--- config.mk ---
export PLATFORM = sky130hd
export DESIGN_NAME = pcie_port_dev_status_link_caps
export DESIGN_NICKNAME = d
export VERILOG_FILES = /design/src/hw/port_caps_pkg.sv /design/src/hw/error_flag_bank.sv /design/src/hw/read_data_reg.sv /design/src/hw/pcie_port_dev_status_link_caps.sv
export SDC_FILE = /design/constraint.sdc
export NUM_CORES = 1
export LEC_CHECK = 0
export BUFFER_PORTS_ARGS = -buffer_cell sky130_fd_sc_hd__buf_4
export CAP_MARGIN = 20
export CORE_MARGIN = 1.5
export CORE_UTILIZATION = 40
export DETAILED_ROUTE_END_ITERATION = 6
export PLACE_DENSITY = 0.71
export SLEW_MARGIN = 20
export SYNTH_ARGS = -nofsm -noshare
export SYNTH_HDL_FRONTEND = slang
export SYNTH_SLANG_ARGS = --single-unit
--- constraint.sdc ---
create_clock -name ref_clk_i -period 2.7 [get_ports ref_clk_i]
set_clock_uncertainty 0.2 [all_clocks]
set_input_delay 0.405 -clock ref_clk_i [delete_from_list [all_inputs] [get_ports ref_clk_i]]
set_output_delay 0.405 -clock ref_clk_i [all_outputs]
set_load 0.1 [all_outputs]
--- src/hw/port_caps_pkg.sv ---
// Constants for the per-port device status and link capability registers.
// Assumes a 32-bit Avalon-MM slave with word offsets as byte addresses.
package port_caps_pkg;

    // ==========================================================
    // Register map
    localparam logic [7:0] OFF_DEV_CTRL_STATUS = 8'hC8;
    localparam logic [7:0] OFF_LINK_CAPS = 8'hCC;
    localparam logic [7:0] OFF_OVERRIDE = 8'hE0;
    localparam logic [7:0] OFF_EVENT_COUNT = 8'hE4;

    // ==========================================================
    // Device control / status fields
    localparam int CORR_EN_BIT = 0;
    localparam int ERR_EN_LSB = 0;
    localparam int ERR_DET_LSB = 16;
    localparam int CORR_DET_BIT = 16;
    localparam int NONFATAL_DET_BIT = 17;
    localparam int FATAL_DET_BIT = 18;
    localparam int UNSUP_DET_BIT = 19;
    localparam int AUX_PWR_BIT = 20;
    localparam int TRANS_PEND_BIT = 21;
    localparam logic [3:0] ERR_EN_RESET = 4'h0;
    localparam logic AUX_PWR_RESET = 1'b1;
    localparam logic TRANS_PEND_VALUE = 1'b0;

    // ==========================================================
    // Link capability fields
    localparam int SPEED_LSB = 0;
    localparam int WIDTH_LSB = 4;
    localparam int ACTIVE_STATE_POWER_MGMT_LSB = 10;
    localparam int L0S_LSB = 12;
    localparam int L1_LSB = 15;
    localparam int CLK_PM_BIT = 18;
    localparam int SURPRISE_BIT = 19;
    localparam int DLL_ACTIVE_BIT = 20;
    localparam int BW_NOTIFY_BIT = 21;
    localparam int PORT_NUM_LSB = 24;
    localparam logic [3:0] SPEED_2G5 = 4'h1;
    localparam logic [3:0] SPEED_5G0 = 4'h2;
    localparam logic [3:0] SPEED_RESET = 4'h2;
    localparam logic [5:0] WIDTH_RESET = 6'h01;
    localparam logic [1:0] ACTIVE_STATE_POWER_MGMT_RESET = 2'h3;
    localparam logic [2:0] L0S_RESET = 3'h3;
    localparam logic [2:0] L1_RESET = 3'h0;
    localparam logic DLL_ACTIVE_VALUE = 1'b0;

    // Exit latencies as printed, and derived 50 MHz cycle counts
    localparam int CLK_PERIOD_NS = 20;
    localparam int L0S_EXIT_MIN_NS = 256;
    localparam int L1_EXIT_MIN_NS = 16000;
    localparam int L0S_EXIT_CYC =
        (L0S_EXIT_MIN_NS + CLK_PERIOD_NS - 1) / CLK_PERIOD_NS;
    localparam int L1_EXIT_CYC =
        (L1_EXIT_MIN_NS + CLK_PERIOD_NS - 1) / CLK_PERIOD_NS;

    // Override register: 17:10 port number, 8 clock PM, 7:5 L1,
    // 4:2 L0s, 1:0 power-mgmt support; bit 31 selects the override
    localparam int OVR_ENABLE_BIT = 31;

    // Bus answer for unmapped reads
    localparam logic [31:0] UNMAPPED_DATA = 32'h0000_0000;

    // Bus slave state
    typedef enum logic [1:0] {BUS_IDLE, BUS_ANSWER} bus_state_t;

endpackage : port_caps_pkg

--- src/hw/error_flag_bank.sv ---
// Sticky error-detected flags with write-one-to-clear.
// Assumes single-cycle event pulses synchronous to ref_clk_i.
`timescale 1ns/1ns
module error_flag_bank (
    // Clock and reset
    input wire logic ref_clk_i,
    input wire logic rst_i,
    input wire logic clk_en_i,
    // Events and clears
    input wire logic [3:0] event_i,
    input wire logic [3:0] clear_i,
    // Flags
    output logic [3:0] flag_o
);
    import port_caps_pkg::*;

    // ==========================================================
    // One sticky flag per error class; set beats clear
    genvar g;
    wire [3:0] next_flag;
    generate
        for (g = 0; g < 4; g++) begin : gen_flag
            assign next_flag[g] = event_i[g] | (flag_o[g] & ~clear_i[g]);
        end
    endgenerate

    always_ff @(posedge ref_clk_i) begin
        if (rst_i) begin
            flag_o <= 4'h0;
        end else if (clk_en_i) begin
            flag_o <= next_flag;
        end
    end

    // ==========================================================
    AST_SET_WINS: assert property (
        @(posedge ref_clk_i) disable iff (rst_i)
        clk_en_i && event_i[0] |=> flag_o[0])
        else $error("Correctable flag lost an event");
    AST_CLR_ONLY: assert property (
        @(posedge ref_clk_i) disable iff (rst_i)
        clk_en_i && clear_i[2] && !event_i[2] |=> !flag_o[2])
        else $error("Fatal flag not cleared");

endmodule : error_flag_bank

--- src/hw/read_data_reg.sv ---
// Registered read-data holder for the bus slave.
// Assumes load is a one-cycle strobe in the bus clock domain.
`timescale 1ns/1ns
module read_data_reg (
    // Clock and reset
    input wire logic ref_clk_i,
    input wire logic rst_i,
    input wire logic clk_en_i,
    // Load side
    input wire logic load_i,
    input wire logic [31:0] data_i,
    // Held data
    output logic [31:0] data_o
);
    import port_caps_pkg::*;

    // ==========================================================
    always_ff @(posedge ref_clk_i) begin
        if (rst_i) begin
            data_o <= UNMAPPED_DATA;
        end else if (clk_en_i && load_i) begin
            data_o <= data_i;
        end
    end

endmodule : read_data_reg

--- src/hw/pcie_port_dev_status_link_caps.sv ---
// Per-port device status and link capability registers of a switch port.
// Assumes an Avalon-MM master on ref_clk_i and error pulses on that clock.
//
// What this block does
// Correctable-error flag at bit 16 sets on event, write-one clears.
// Non-fatal-error flag at bit 17 sets on event, write-one clears.
// Fatal-error flag at bit 18 sets on event, write-one clears.
// Unsupported-request flag at bit 19 sets on event, write-one clears.
// Flags log errors whatever the reporting enables hold.
// AUX power detected at bit 20, read-only, resets to one.
// Transactions pending at bit 21 always reads zero.
// Max link speed bits 3:0 read 0010b, 5.0 Gb/s.
// Max link width bits 9:4 read x1.
// Power-management support bits 11:10 reset to 11b.
// L0s exit latency bits 14:12 reset to 011b.
// L1 exit latency bits 17:15 reset to 000b.
// Clock PM bit 18 is one upstream, zero downstream.
// Surprise-down bit 19 is zero upstream, one downstream.
// Link-active reporting bit 20 reads zero on every port.
// Bandwidth notify bit 21 zero upstream, one downstream.
// Port number bits 31:24 reset to the port index.
// Power-management, latency, clock PM, port number fields overridable.
// Reporting enables in control bits 3:0 reset to zero.
// Zero writes to flags and writes to read-only bits are ignored.
`timescale 1ns/1ns
module pcie_port_dev_status_link_caps #(
    parameter logic [1:0] PORT_INDEX = 2'h0
) (
    // Clock, reset, enable
    input wire logic ref_clk_i,
    input wire logic rst_i,
    input wire logic clk_en_i,
    // Avalon-MM slave
    input wire logic [7:0] avs_address,
    input wire logic avs_read,
    input wire logic avs_write,
    input wire logic [31:0] avs_writedata,
    input wire logic [3:0] avs_byteenable,
    output logic [31:0] avs_readdata,
    output logic avs_waitrequest,
    // Error events from the port core
    input wire logic corr_err_i,
    input wire logic nonfatal_err_i,
    input wire logic fatal_err_i,
    input wire logic unsup_req_i,
    // AUX power sense
    input wire logic aux_power_i,
    // Auto-load path from SMBus or EEPROM
    input wire logic autoload_valid_i,
    input wire logic [31:0] autoload_data_i,
    // Reporting outputs
    output logic [3:0] err_report_o,
    output logic [1:0] active_state_power_mgmt_o,
    output logic clock_request_pin_en_o
);
    import port_caps_pkg::*;

    // ==========================================================
    // Static port role
    wire upstream;
    assign upstream = (PORT_INDEX == 2'h0);

    // ==========================================================
    // State
    bus_state_t bus_state;
    logic [3:0] err_en;
    logic aux_seen;
    logic [1:0] active_state_power_mgmt_sup;
    logic [2:0] l0s_lat;
    logic [2:0] l1_lat;
    logic clk_pm;
    logic [7:0] port_num;
    logic ovr_enable;
    logic [15:0] event_count;
    logic [3:0] flags;

    // ==========================================================
    // Address decode
    function automatic logic hit(input logic [7:0] addr,
                                 input logic [7:0] off);
        hit = (addr == off);
    endfunction : hit

    wire bus_idle;
    wire wr_take;
    wire rd_take;
    wire wr_ctrl;
    wire wr_ovr;
    wire [3:0] clr_bits;
    wire [3:0] events;
    wire [7:0] byte0_mask;
    assign bus_idle = (bus_state == BUS_IDLE);
    assign wr_take = bus_idle && avs_write;
    assign rd_take = bus_idle && avs_read;
    assign wr_ctrl = wr_take && hit(avs_address, OFF_DEV_CTRL_STATUS);
    assign wr_ovr = wr_take && hit(avs_address, OFF_OVERRIDE)
        && (&avs_byteenable);
    // Flags live in byte 2; only a one written there clears
    assign clr_bits = (wr_ctrl && avs_byteenable[2]) ?
        avs_writedata[ERR_DET_LSB +: 4] : 4'h0;
    // Logging ignores err_en entirely
    assign events = {unsup_req_i, fatal_err_i, nonfatal_err_i,
        corr_err_i};
    assign byte0_mask = avs_byteenable[0] ? 8'hFF : 8'h00;

    // ==========================================================
    // Sticky flags
    error_flag_bank u_flags (
        .ref_clk_i(ref_clk_i),
        .rst_i(rst_i),
        .clk_en_i(clk_en_i),
        .event_i(events),
        .clear_i(clr_bits),
        .flag_o(flags)
    );

    // ==========================================================
    // Register images
    wire [31:0] status_word;
    wire [31:0] caps_word;
    wire [31:0] ovr_word;
    wire [31:0] read_mux;
    assign status_word = {10'h000, TRANS_PEND_VALUE, aux_seen, flags,
        12'h000, err_en};
    assign caps_word = {port_num, 2'h0, ~upstream, DLL_ACTIVE_VALUE,
        ~upstream, clk_pm, l1_lat, l0s_lat, active_state_power_mgmt_sup, WIDTH_RESET,
        SPEED_RESET};
    assign ovr_word = {ovr_enable, 13'h0000, port_num, 1'b0, clk_pm,
        l1_lat, l0s_lat, active_state_power_mgmt_sup};
    assign read_mux =
        hit(avs_address, OFF_DEV_CTRL_STATUS) ? status_word :
        hit(avs_address, OFF_LINK_CAPS) ? caps_word :
        hit(avs_address, OFF_OVERRIDE) ? ovr_word :
        hit(avs_address, OFF_EVENT_COUNT) ? {16'h0000, event_count} :
        UNMAPPED_DATA;

    read_data_reg u_rdata (
        .ref_clk_i(ref_clk_i),
        .rst_i(rst_i),
        .clk_en_i(clk_en_i),
        .load_i(rd_take),
        .data_i(read_mux),
        .data_o(avs_readdata)
    );

    // ==========================================================
    // Bus handshake: one wait cycle, answer on the second edge
    always_ff @(posedge ref_clk_i) begin
        if (rst_i) begin
            bus_state <= BUS_IDLE;
            avs_waitrequest <= 1'b1;
        end else if (clk_en_i) begin
            unique case (bus_state)
                BUS_IDLE: begin
                    if (avs_read || avs_write) begin
                        bus_state <= BUS_ANSWER;
                        avs_waitrequest <= 1'b0;
                    end
                end
                BUS_ANSWER: begin
                    bus_state <= BUS_IDLE;
                    avs_waitrequest <= 1'b1;
                end
            endcase
        end
    end

    // ==========================================================
    // Device control reporting enables
    always_ff @(posedge ref_clk_i) begin
        if (rst_i) begin
            err_en <= ERR_EN_RESET;
        end else if (clk_en_i && wr_ctrl) begin
            err_en <= (avs_writedata[3:0] & byte0_mask[3:0])
                | (err_en & ~byte0_mask[3:0]);
        end
    end

    // ==========================================================
    // AUX power: reads one out of reset, then tracks the sense input
    always_ff @(posedge ref_clk_i) begin
        if (rst_i) begin
            aux_seen <= AUX_PWR_RESET;
        end else if (clk_en_i) begin
            aux_seen <= aux_power_i;
        end
    end

    // ==========================================================
    // Overridable capability fields; auto-load wins over a bus write
    wire ovr_load;
    wire [31:0] ovr_src;
    wire [1:0] ovr_active_state_power_mgmt;
    assign ovr_load = autoload_valid_i || wr_ovr;
    assign ovr_src = autoload_valid_i ? autoload_data_i : avs_writedata;
    assign ovr_active_state_power_mgmt = ovr_src[1:0];

    always_ff @(posedge ref_clk_i) begin
        if (rst_i) begin
            active_state_power_mgmt_sup <= ACTIVE_STATE_POWER_MGMT_RESET;
            l0s_lat <= L0S_RESET;
            l1_lat <= L1_RESET;
            clk_pm <= upstream;
            port_num <= {6'h00, PORT_INDEX};
            ovr_enable <= 1'b0;
        end else if (clk_en_i && ovr_load) begin
            ovr_enable <= ovr_src[OVR_ENABLE_BIT];
            if (ovr_src[OVR_ENABLE_BIT]) begin
                active_state_power_mgmt_sup <= ovr_src[1:0];
                l0s_lat <= ovr_src[4:2];
                l1_lat <= ovr_src[7:5];
                clk_pm <= ovr_src[8];
                port_num <= ovr_src[17:10];
            end
        end
    end

    // ==========================================================
    // Error event counter, saturating, for software diagnostics
    always_ff @(posedge ref_clk_i) begin
        if (rst_i) begin
            event_count <= 16'h0000;
        end else if (clk_en_i && (|events) && (event_count != 16'hFFFF)) begin
            event_count <= event_count + 16'h0001;
        end
    end

    // ==========================================================
    // Reporting: an enabled class forwards its error as a pulse
    always_ff @(posedge ref_clk_i) begin
        if (rst_i) begin
            err_report_o <= 4'h0;
            active_state_power_mgmt_o <= ACTIVE_STATE_POWER_MGMT_RESET;
            clock_request_pin_en_o <= 1'b0;
        end else if (clk_en_i) begin
            err_report_o <= events & err_en;
            active_state_power_mgmt_o <= active_state_power_mgmt_sup;
            clock_request_pin_en_o <= clk_pm & upstream;
        end
    end

    // ==========================================================
    // Checks: error flags
    AST_CORR_LOG: assert property (
        @(posedge ref_clk_i) disable iff (rst_i)
        clk_en_i && corr_err_i ##1 clk_en_i && rd_take
        && hit(avs_address, OFF_DEV_CTRL_STATUS)
        |=> avs_readdata[CORR_DET_BIT])
        else $error("Correctable flag not visible");
    AST_NONFATAL: assert property (
        @(posedge ref_clk_i) disable iff (rst_i)
        clk_en_i && nonfatal_err_i |=> flags[1])
        else $error("Non-fatal flag not set");
    AST_NONFATAL_CLR: assert property (
        @(posedge ref_clk_i) disable iff (rst_i)
        clk_en_i && wr_ctrl && avs_byteenable[2]
        && avs_writedata[NONFATAL_DET_BIT] && !nonfatal_err_i |=> !flags[1])
        else $error("Non-fatal flag not cleared");
    AST_UNSUP: assert property (
        @(posedge ref_clk_i) disable iff (rst_i)
        clk_en_i && unsup_req_i |=> flags[3])
        else $error("Unsupported flag not set");
    AST_LOG_NO_EN: assert property (
        @(posedge ref_clk_i) disable iff (rst_i)
        clk_en_i && fatal_err_i && !err_en[2]
        |=> flags[2] && !err_report_o[2])
        else $error("Fatal logging tied to enable");
    AST_COUNT_INC: assert property (
        @(posedge ref_clk_i) disable iff (rst_i)
        clk_en_i && (|events) && event_count != 16'hFFFF
        |=> event_count == $past(event_count) + 16'h0001)
        else $error("Event counter missed an error");
    AST_REPORT: assert property (
        @(posedge ref_clk_i) disable iff (rst_i)
        clk_en_i && nonfatal_err_i && err_en[1] |=> err_report_o[1])
        else $error("Enabled non-fatal error not reported");
    AST_ZERO_WRITE: assert property (
        @(posedge ref_clk_i) disable iff (rst_i)
        clk_en_i && wr_ctrl && avs_writedata[19:16] == 4'h0 && flags[0]
        |=> flags[0])
        else $error("Zero write cleared a flag");

    // ==========================================================
    // Checks: status and capability images
    AST_PEND_ZERO: assert property (
        @(posedge ref_clk_i) disable iff (rst_i)
        status_word[TRANS_PEND_BIT] == 1'b0 && status_word[31:22] == 10'h000)
        else $error("Pending bit not zero");
    AST_SPEED: assert property (
        @(posedge ref_clk_i) disable iff (rst_i)
        caps_word[3:0] == SPEED_5G0 && caps_word[9:4] == WIDTH_RESET)
        else $error("Speed or width wrong");
    AST_ROLE_BITS: assert property (
        @(posedge ref_clk_i) disable iff (rst_i)
        caps_word[SURPRISE_BIT] == caps_word[BW_NOTIFY_BIT]
        && caps_word[SURPRISE_BIT] == !upstream
        && !caps_word[DLL_ACTIVE_BIT])
        else $error("Port role bits wrong");
    AST_CLOCK_REQUEST_PIN: assert property (
        @(posedge ref_clk_i) disable iff (rst_i)
        clock_request_pin_en_o |-> upstream)
        else $error("Clock request enabled on a downstream port");
    AST_AUX_FOLLOW: assert property (
        @(posedge ref_clk_i) disable iff (rst_i)
        clk_en_i |=> aux_seen == $past(aux_power_i))
        else $error("AUX power bit does not follow its sense");
    AST_CAPS_RO: assert property (
        @(posedge ref_clk_i) disable iff (rst_i)
        wr_take && hit(avs_address, OFF_LINK_CAPS) && !autoload_valid_i
        |=> $stable(caps_word))
        else $error("Write changed link capabilities");
    AST_OVR_LOAD: assert property (
        @(posedge ref_clk_i) disable iff (rst_i)
        clk_en_i && ovr_load && ovr_src[OVR_ENABLE_BIT]
        |=> active_state_power_mgmt_sup == $past(ovr_active_state_power_mgmt) && ovr_enable)
        else $error("Override not applied");
    AST_OVR_PARTIAL: assert property (
        @(posedge ref_clk_i) disable iff (rst_i)
        wr_take && hit(avs_address, OFF_OVERRIDE) && !(&avs_byteenable)
        && !autoload_valid_i |=> $stable(ovr_word))
        else $error("Partial override write took effect");
    AST_RESET_CAPS: assert property (
        @(posedge ref_clk_i)
        $fell(rst_i) |-> active_state_power_mgmt_sup == ACTIVE_STATE_POWER_MGMT_RESET && l0s_lat == L0S_RESET
        && l1_lat == L1_RESET && port_num == {6'h00, PORT_INDEX})
        else $error("Capability reset values wrong");
    AST_RESET_OUT: assert property (
        @(posedge ref_clk_i)
        $fell(rst_i) |-> avs_waitrequest && err_report_o == 4'h0
        && avs_readdata == UNMAPPED_DATA && aux_seen == AUX_PWR_RESET
        && active_state_power_mgmt_o == ACTIVE_STATE_POWER_MGMT_RESET && !clock_request_pin_en_o)
        else $error("Outputs wrong after reset");

    // ==========================================================
    // Checks: bus handshake, one answer cycle per request
    AST_WAIT_ONE: assert property (
        @(posedge ref_clk_i) disable iff (rst_i)
        clk_en_i && bus_idle && avs_read |=> !avs_waitrequest)
        else $error("Read not answered in one cycle");
    AST_WAIT_HIGH: assert property (
        @(posedge ref_clk_i) disable iff (rst_i)
        clk_en_i && !avs_waitrequest |=> avs_waitrequest)
        else $error("Answer held longer than one cycle");
    AST_RDATA_HOLD: assert property (
        @(posedge ref_clk_i) disable iff (rst_i)
        !rd_take |=> $stable(avs_readdata))
        else $error("Read data changed without a read");

endmodule : pcie_port_dev_status_link_caps

==> flow_summary.ini, run 1 <==
[outcome]
status = finished clean

[critical_path]
crit_type = in -> reg
path_max_fanout = 15
required_ps = 2710
critPathLaunchType = primary input
critPathCaptureType = flip-flop
crit_arrival_ps = 2270
rrSetupSlack_ps = 450

[route]
route.detailed.drc = 0
antenna_left = 0
routed_wl_microns = 11000
wl_per_cell_microns = 16.2
vias = 3900
dr.pass1.iters = 5
vias_per_cell = 5.74
first_iter_violations = 266

[clock_tree]
cts_buffers = 9
cts.clk_slew.worst_paths_ps = 90
cts.htree.levels = 3
cts_setup_buffers = 0
holdBufCountCts = 0
clkSinkCount = 81
clk_latency_ps = 360
root_buffer = clkbuf_8
tritoncts = built
cts.path.max_buffers = 2
cts_resized = 0

[synth]
synth.distinct_cells = 53
synthTopCellsByArea = dfxtp_1 (40%), mux2i_1 (6.5%), a211oi_1 (4.5%), nor2_1 (3.8%), a21oi_1 (3.6%)
netlist_top_cells_count = dfxtp_1 (81), nor2_1 (41), a21oi_1 (29)
synth_area_sq_um = 4030
yosys.area.top_type = dfxtp_1
yosysSeqAreaShare_pct = 40.2
synthCells = 458
synth_edf_count = 0
ys.flop_type = dfxtp_1
synth_warnings = 0
synth_most_common_cell = dfxtp_1
syn_area_per_cell_sq_um = 8.80
ys_ff_latch = 81
async_flop_share_pct = 0
synth_top_area_share_pct = 40.2

[layout]
multi_input_area_sq_um = 2220
area_growth_pct = 25.5
n_antenna_cell = 0
seqCellArea_sq_um = 1620
fillers = 963
final_nets = 630
drive_above_1_share_pct = 26.0

[global_route]
grt_pass1_vias = 3665
grt.overflow.total = 0
grt_pass1_wl_microns = 17600
grt_max_degree = 71
track_usage_pct = 21.0
antenna_found_initial = 0

[placed_design]
placement.io_buffers = 97
preCtsSetupSlack_ps = 86.6
place_congestion = 0.882
dp_hpwl_microns = 8070

[pwr]
vdd_drop_max_uv = 222
p_leak_uw = 0.00186
power_density_nw_per_um2 = 494

[flow_run]
maxCapViolCount = 0

[floorplanning]
ioPinCount = 127
die_y_microns = 103
core_sq_um = 9770
chipWidth_microns = 103
die-area_sq_um = 10700
num_rows = 36
start_util_pct = 41.2

[hold_path]
min_path_type = in -> reg

[sta]
rsz0062_at_grt = false
clock.fmax_mhz = 442
fin_hold_ws_ps = 58.0
tns_ps = 0
setup_slack_ps = 437
min_period_ps = 2260
worst_slew_pin_slew_ps = 879
hold_viol_final = 0
setup_viol = 0
drv_slew = 0
min_period_over_period_pct = 83.8
slew_headroom_pct = 40.6
==> area by class of cell <==
class                           count  area share (%)
Clock buffer                       10            2.52
Clock inverter                      6            1.36
Inverter                            7           0.519
Multi-Input combinational cell    335            44.0
Sequential cell                    81            32.1
Tap cell                          133            3.29
Timing Repair Buffer              108            16.3
==> cells in the final DEF, fill, tap and decap left out, drive strengths merged, types with 2 or more instances in the layout <==
master,n
a211o,3
a211oi,24
a21o,2
a21oi,29
a22o,2
a22oi,13
a311oi,5
a31oi,3
and3,2
and4,2
buf,108
clkbuf,10
clkinv,4
conb,3
dfxtp,81
inv,7
mux2,8
mux2i,26
nand2,28
nand2b,4
nand3,15
nand3b,6
nand4,7
nand4b,8
nor2,41
nor2b,7
nor3,2
nor4,7
nor4b,2
o21ai,27
o31ai,9
o32a,6
o41ai,2
or3,7
or4,17
or4b,7
==> routing by layer <==
metal | global-route usage, % | wire [microns] | up-vias
li1 | - | - | 1918
met1 | 27.9 | 5060 | 1844
met2 | 34.5 | 5220 | 125
met3 | 3.09 | 561 | 13
met4 | 8.32 | 149 | 0
met5 | 0 | 0 | -
==> sequential cells by signal (all words and copies together), names as in the netlist, named ones only <==
register,flops
active_state_power_mgmt_o,2
port_num,8
bus_state,1
active_state_power_mgmt_sup,2
clock_request_pin_en_o,1
aux_seen,1
clk_pm,1
ovr_enable,1
event_count,16
u_flags.flag_o,4
l0s_lat,3
err_report_o,4
l1_lat,3
avs_waitrequest,1
u_rdata.data_o,29
==> cells by family (layout without fill, tap and decap cells) <==
logic type / after synthesis / in the layout / synth area share [%]
simple gates: 165 / 165 / 23.8
flops: 81 / 81 / 40.2
compound gates: 132 / 132 / 22.1
fa+ha+maj: 1 / 1 / 0.310
other cells: 1 / 3 / 0.0930
mux: 34 / 34 / 8.69
buf+inv: 44 / 131 / 4.81
==> power breakdown <==
part | total (uW) | switching (uW) | internal (uW)
sequential | 1260 | 37.0 | 1230
clock | 899 | 468 | 431
combinational | 337 | 197 | 139
total | 2500 | 702 | 1800
==> stage by stage <==
step / total power, uW / instances / util, % / area [sq um]
finish: 2500 / 680 / 51.8 / 5060
global route: 2580 / 680 / 51.8 / 5060
floorplan: 1490 / 460 / - / 4040
detailed placement: 1620 / 664 / 49.7 / 4860
global placement: 1620 / 664 / 49.7 / 4860
CTS: 2500 / 680 / 51.7 / 5060
==> worst paths after layout <==
kind                        end                from  cells after the start
max                  l0s_lat[2]      avs_address[1]                      6
min                    aux_seen         aux_power_i                      2
max reg2reg     event_count[14]      event_count[0]                      5
min reg2reg  u_rdata.data_o[19]  u_rdata.data_o[19]                      2
==> critical path: stages <==
cell and delay, ps:
buf_4 130, or4b_4 620, nor4_2 440, buf_12 190, a21o_1 340, a211oi_1 140
No activity file was read; power rests on OpenSTA's default activity.
==> inputs of run 2 (changes only) <==
--- a/config.mk
+++ b/config.mk
@@ -10,7 +10,7 @@
 export CORE_MARGIN = 1.5
 export CORE_UTILIZATION = 40
 export DETAILED_ROUTE_END_ITERATION = 6
-export PLACE_DENSITY = 0.71
+export PLACE_DENSITY = 0.74
 export SLEW_MARGIN = 20
 export SYNTH_ARGS = -nofsm -noshare
 export SYNTH_HDL_FRONTEND = slang
==> constraint.sdc (replaced) <==
create_clock -name ref_clk_i -period 1.9 [get_ports ref_clk_i]
set_clock_uncertainty 0.2 [all_clocks]
set_input_delay 0.285 -clock ref_clk_i [delete_from_list [all_inputs] [get_ports ref_clk_i]]
set_output_delay 0.285 -clock ref_clk_i [all_outputs]
set_load 0.1 [all_outputs]
==> run 2 against run 1 <==
The flow now finishes with violations (setup timing); worst hold slack got worse by 9.7 ps; via count increased by 9.2%; routed wire length increased by 14%; global-route usage increased by 2.6 points; sequential power increased by 42%; setup slack got worse by 520 ps; critical path depth decreased by 3; total power increased by 43%; clock-buffer cell count unchanged.
==> flow_summary.ini, run 2 (synthesized netlist as in run 1, its figures left out) <==
[outcome]
status = finished with violations
violations = setup timing

[critical_path]
startpoint = bus_state[0]
crit_type = reg -> reg
path_depth = 3
rrSetupSlack_ps = -80
crit_arrival_ps = 2060
crit_path_end = l0s_lat[0]
worst-path-buf-inv = 0
reg2regPathDepth = 3
crit_family = simple AND/OR/NAND/NOR gates
crit-reg2reg-launch = bus_state[0]
path_max_fanout = 5
crit_slowest_cell = or4_4
worst_r2r_endpoint = l0s_lat[0]
path_cells = or4bb_1, or4_4, a311oi_2
cpPeakStageDelay_ps = 570
critPathLaunchType = flip-flop
required_ps = 1980
critPathCaptureType = flip-flop

[clock_tree]
root_buffer = clkbuf_8
tritoncts = built
cts.clk_slew.worst_paths_ps = 90
cts.path.max_buffers = 2
cts_buffers = 9
clkSinkCount = 81
cts.htree.levels = 3
clk_latency_ps = 360

[layout]
layout.cells.non_filler = 747
drive_above_1_share_pct = 38.9
final_nets = 697
fillers = 844
final_cell_mix = buf_4 (163), dfxtp_1 (76), nor2_1 (39)
top_regs = u_rdata.data_o x29, event_count x16, port_num x8
area_growth_pct = 43.2
finish.utilization_pct = 59.1
final_common_cell = buf_4
largest_register = u_rdata.data_o
largest_reg_flops = 29
n_antenna_cell = 0

[flow_run]
maxCapViolCount = 0

[sta]
drv_slew = 0
setup_slack_ps = -78.5
setup_viol = 7
fin_hold_ws_ps = 48.3
tns_ps = -375
clock.fmax_mhz = 505
rsz0062_at_grt = true
hold_viol_final = 0
min_period_ps = 1980
min_period_over_period_pct = 104

[pwr]
switchingPower_uw = 1050
power_density_nw_per_um2 = 620
vdd_drop_max_uv = 428
pwr-share-comb_pct = 16.3
seqPwrFrac_pct = 50.1
power.internal_uw = 2530
netSwitchingFraction_pct = 29.3
clockPowerShare_pct = 33.7
p_leak_uw = 0.00224

[route]
wl_per_cell_microns = 16.8
first_iter_violations = 209
route.detailed.drc = 0
vias_per_cell = 5.70
routed_wl_microns = 12500
vias = 4260
antenna_left = 0
dr.pass1.iters = 5

[placed_design]
dp.cells = 716
placement.io_buffers = 97
place_congestion = 0.911
dp_hpwl_microns = 9050

[floorplanning]
chipWidth_microns = 103
num_rows = 36
start_util_pct = 41.2
die-area_sq_um = 10700
die_y_microns = 103
ioPinCount = 127
core_sq_um = 9770

[global_route]
grt_pass1_wl_microns = 19400
grt_max_degree = 26
track_usage_pct = 23.7
antenna_found_initial = 0
grt_pass1_vias = 4038
grt.overflow.total = 0

[hold_path]
min_path_type = in -> reg
-- run 2: cell types whose count changed in the layout (fill, tap and decap cells not counted), sizes merged --
cell and change:
buf +60, bufinv -1, clkbuf +1, clkinv -2, clkinvlp +1, dlygate4sd3 +5, inv +2, or4 +1
-- run 2: final cells by class --
type | count | area, sq um | area share, %
clock buffer | 10 | 138 | 2.38
clock inverter | 6 | 50.0 | 0.867
inverter | 7 | 26.3 | 0.455
multi-input combinational | 336 | 2390 | 41.5
sequential | 81 | 1630 | 28.3
tap | 133 | 166 | 2.88
timing repair buffer | 174 | 1370 | 23.7
-- run 2: stage by stage --
step	setup slack [ps]	power [uW]	instance area, sq um
global route	-115	3730	5770
detailed placement	-294	2380	5300
global placement	-259	2360	5300
finish	-78.5	3580	5770
CTS	-52.8	3580	5610
floorplan	-193	2130	4080
-- run 2: worst min-delay path by stage --
| stage | endpoint | slack (ps) | start | cells after the start |
|---|---|---|---|---|
| 2_1_floorplan | aux_seen | 210 | aux_power_i | 1 |
| 3_3_place_gp | u_rdata.data_o[19] | 250 | u_rdata.data_o[19] | 2 |
| 3_5_place_dp | u_rdata.data_o[11] | 250 | u_rdata.data_o[11] | 2 |
| 4_1_cts | u_flags.flag_o[3] | 40 | avs_writedata[19] | 4 |
| 5_1_grt | u_flags.flag_o[3] | 50 | avs_writedata[19] | 4 |
| 6_report | u_flags.flag_o[3] | 50 | avs_writedata[19] | 4 |
-- run 2: timing repair --
action,CTS,global route
setup endpoints to repair,10,27
pin swaps,18,16
hold buffers,5,0
gates cloned,1,2
endpoints found under the hold margin,5,0
gates resized for setup,11,27
buffers inserted,4,3
-- run 2: per-layer routing --
layer  global-route usage [%]  vias to the layer above  share of wire, %
met3                     5.31                       35               6.0
met5                        0                        -                 0
met1                     29.3                     2021                43
met2                     39.2                      156                48
met4                     11.0                        0               2.9
li1                         -                     2048                 -
-- run 2: power by group through the flow --
| stage | sequential [uW] | combinational [uW] | clock, uW |
|---|---|---|---|
| after floorplan | 1870 | 260 | 0 |
| after CTS | 1790 | 565 | 1220 |
| after global routing | 1800 | 619 | 1310 |
| after global placement | 1830 | 532 | 0 |
| final | 1790 | 582 | 1200 |
| after detailed placement | 1830 | 545 | 0 |
-- run 2: worst register-to-register path, stage by stage (launching register included) --
cell and delay, ps:
dfxtp_1 330, or4bb_1 530, or4_4 570, a311oi_2 270
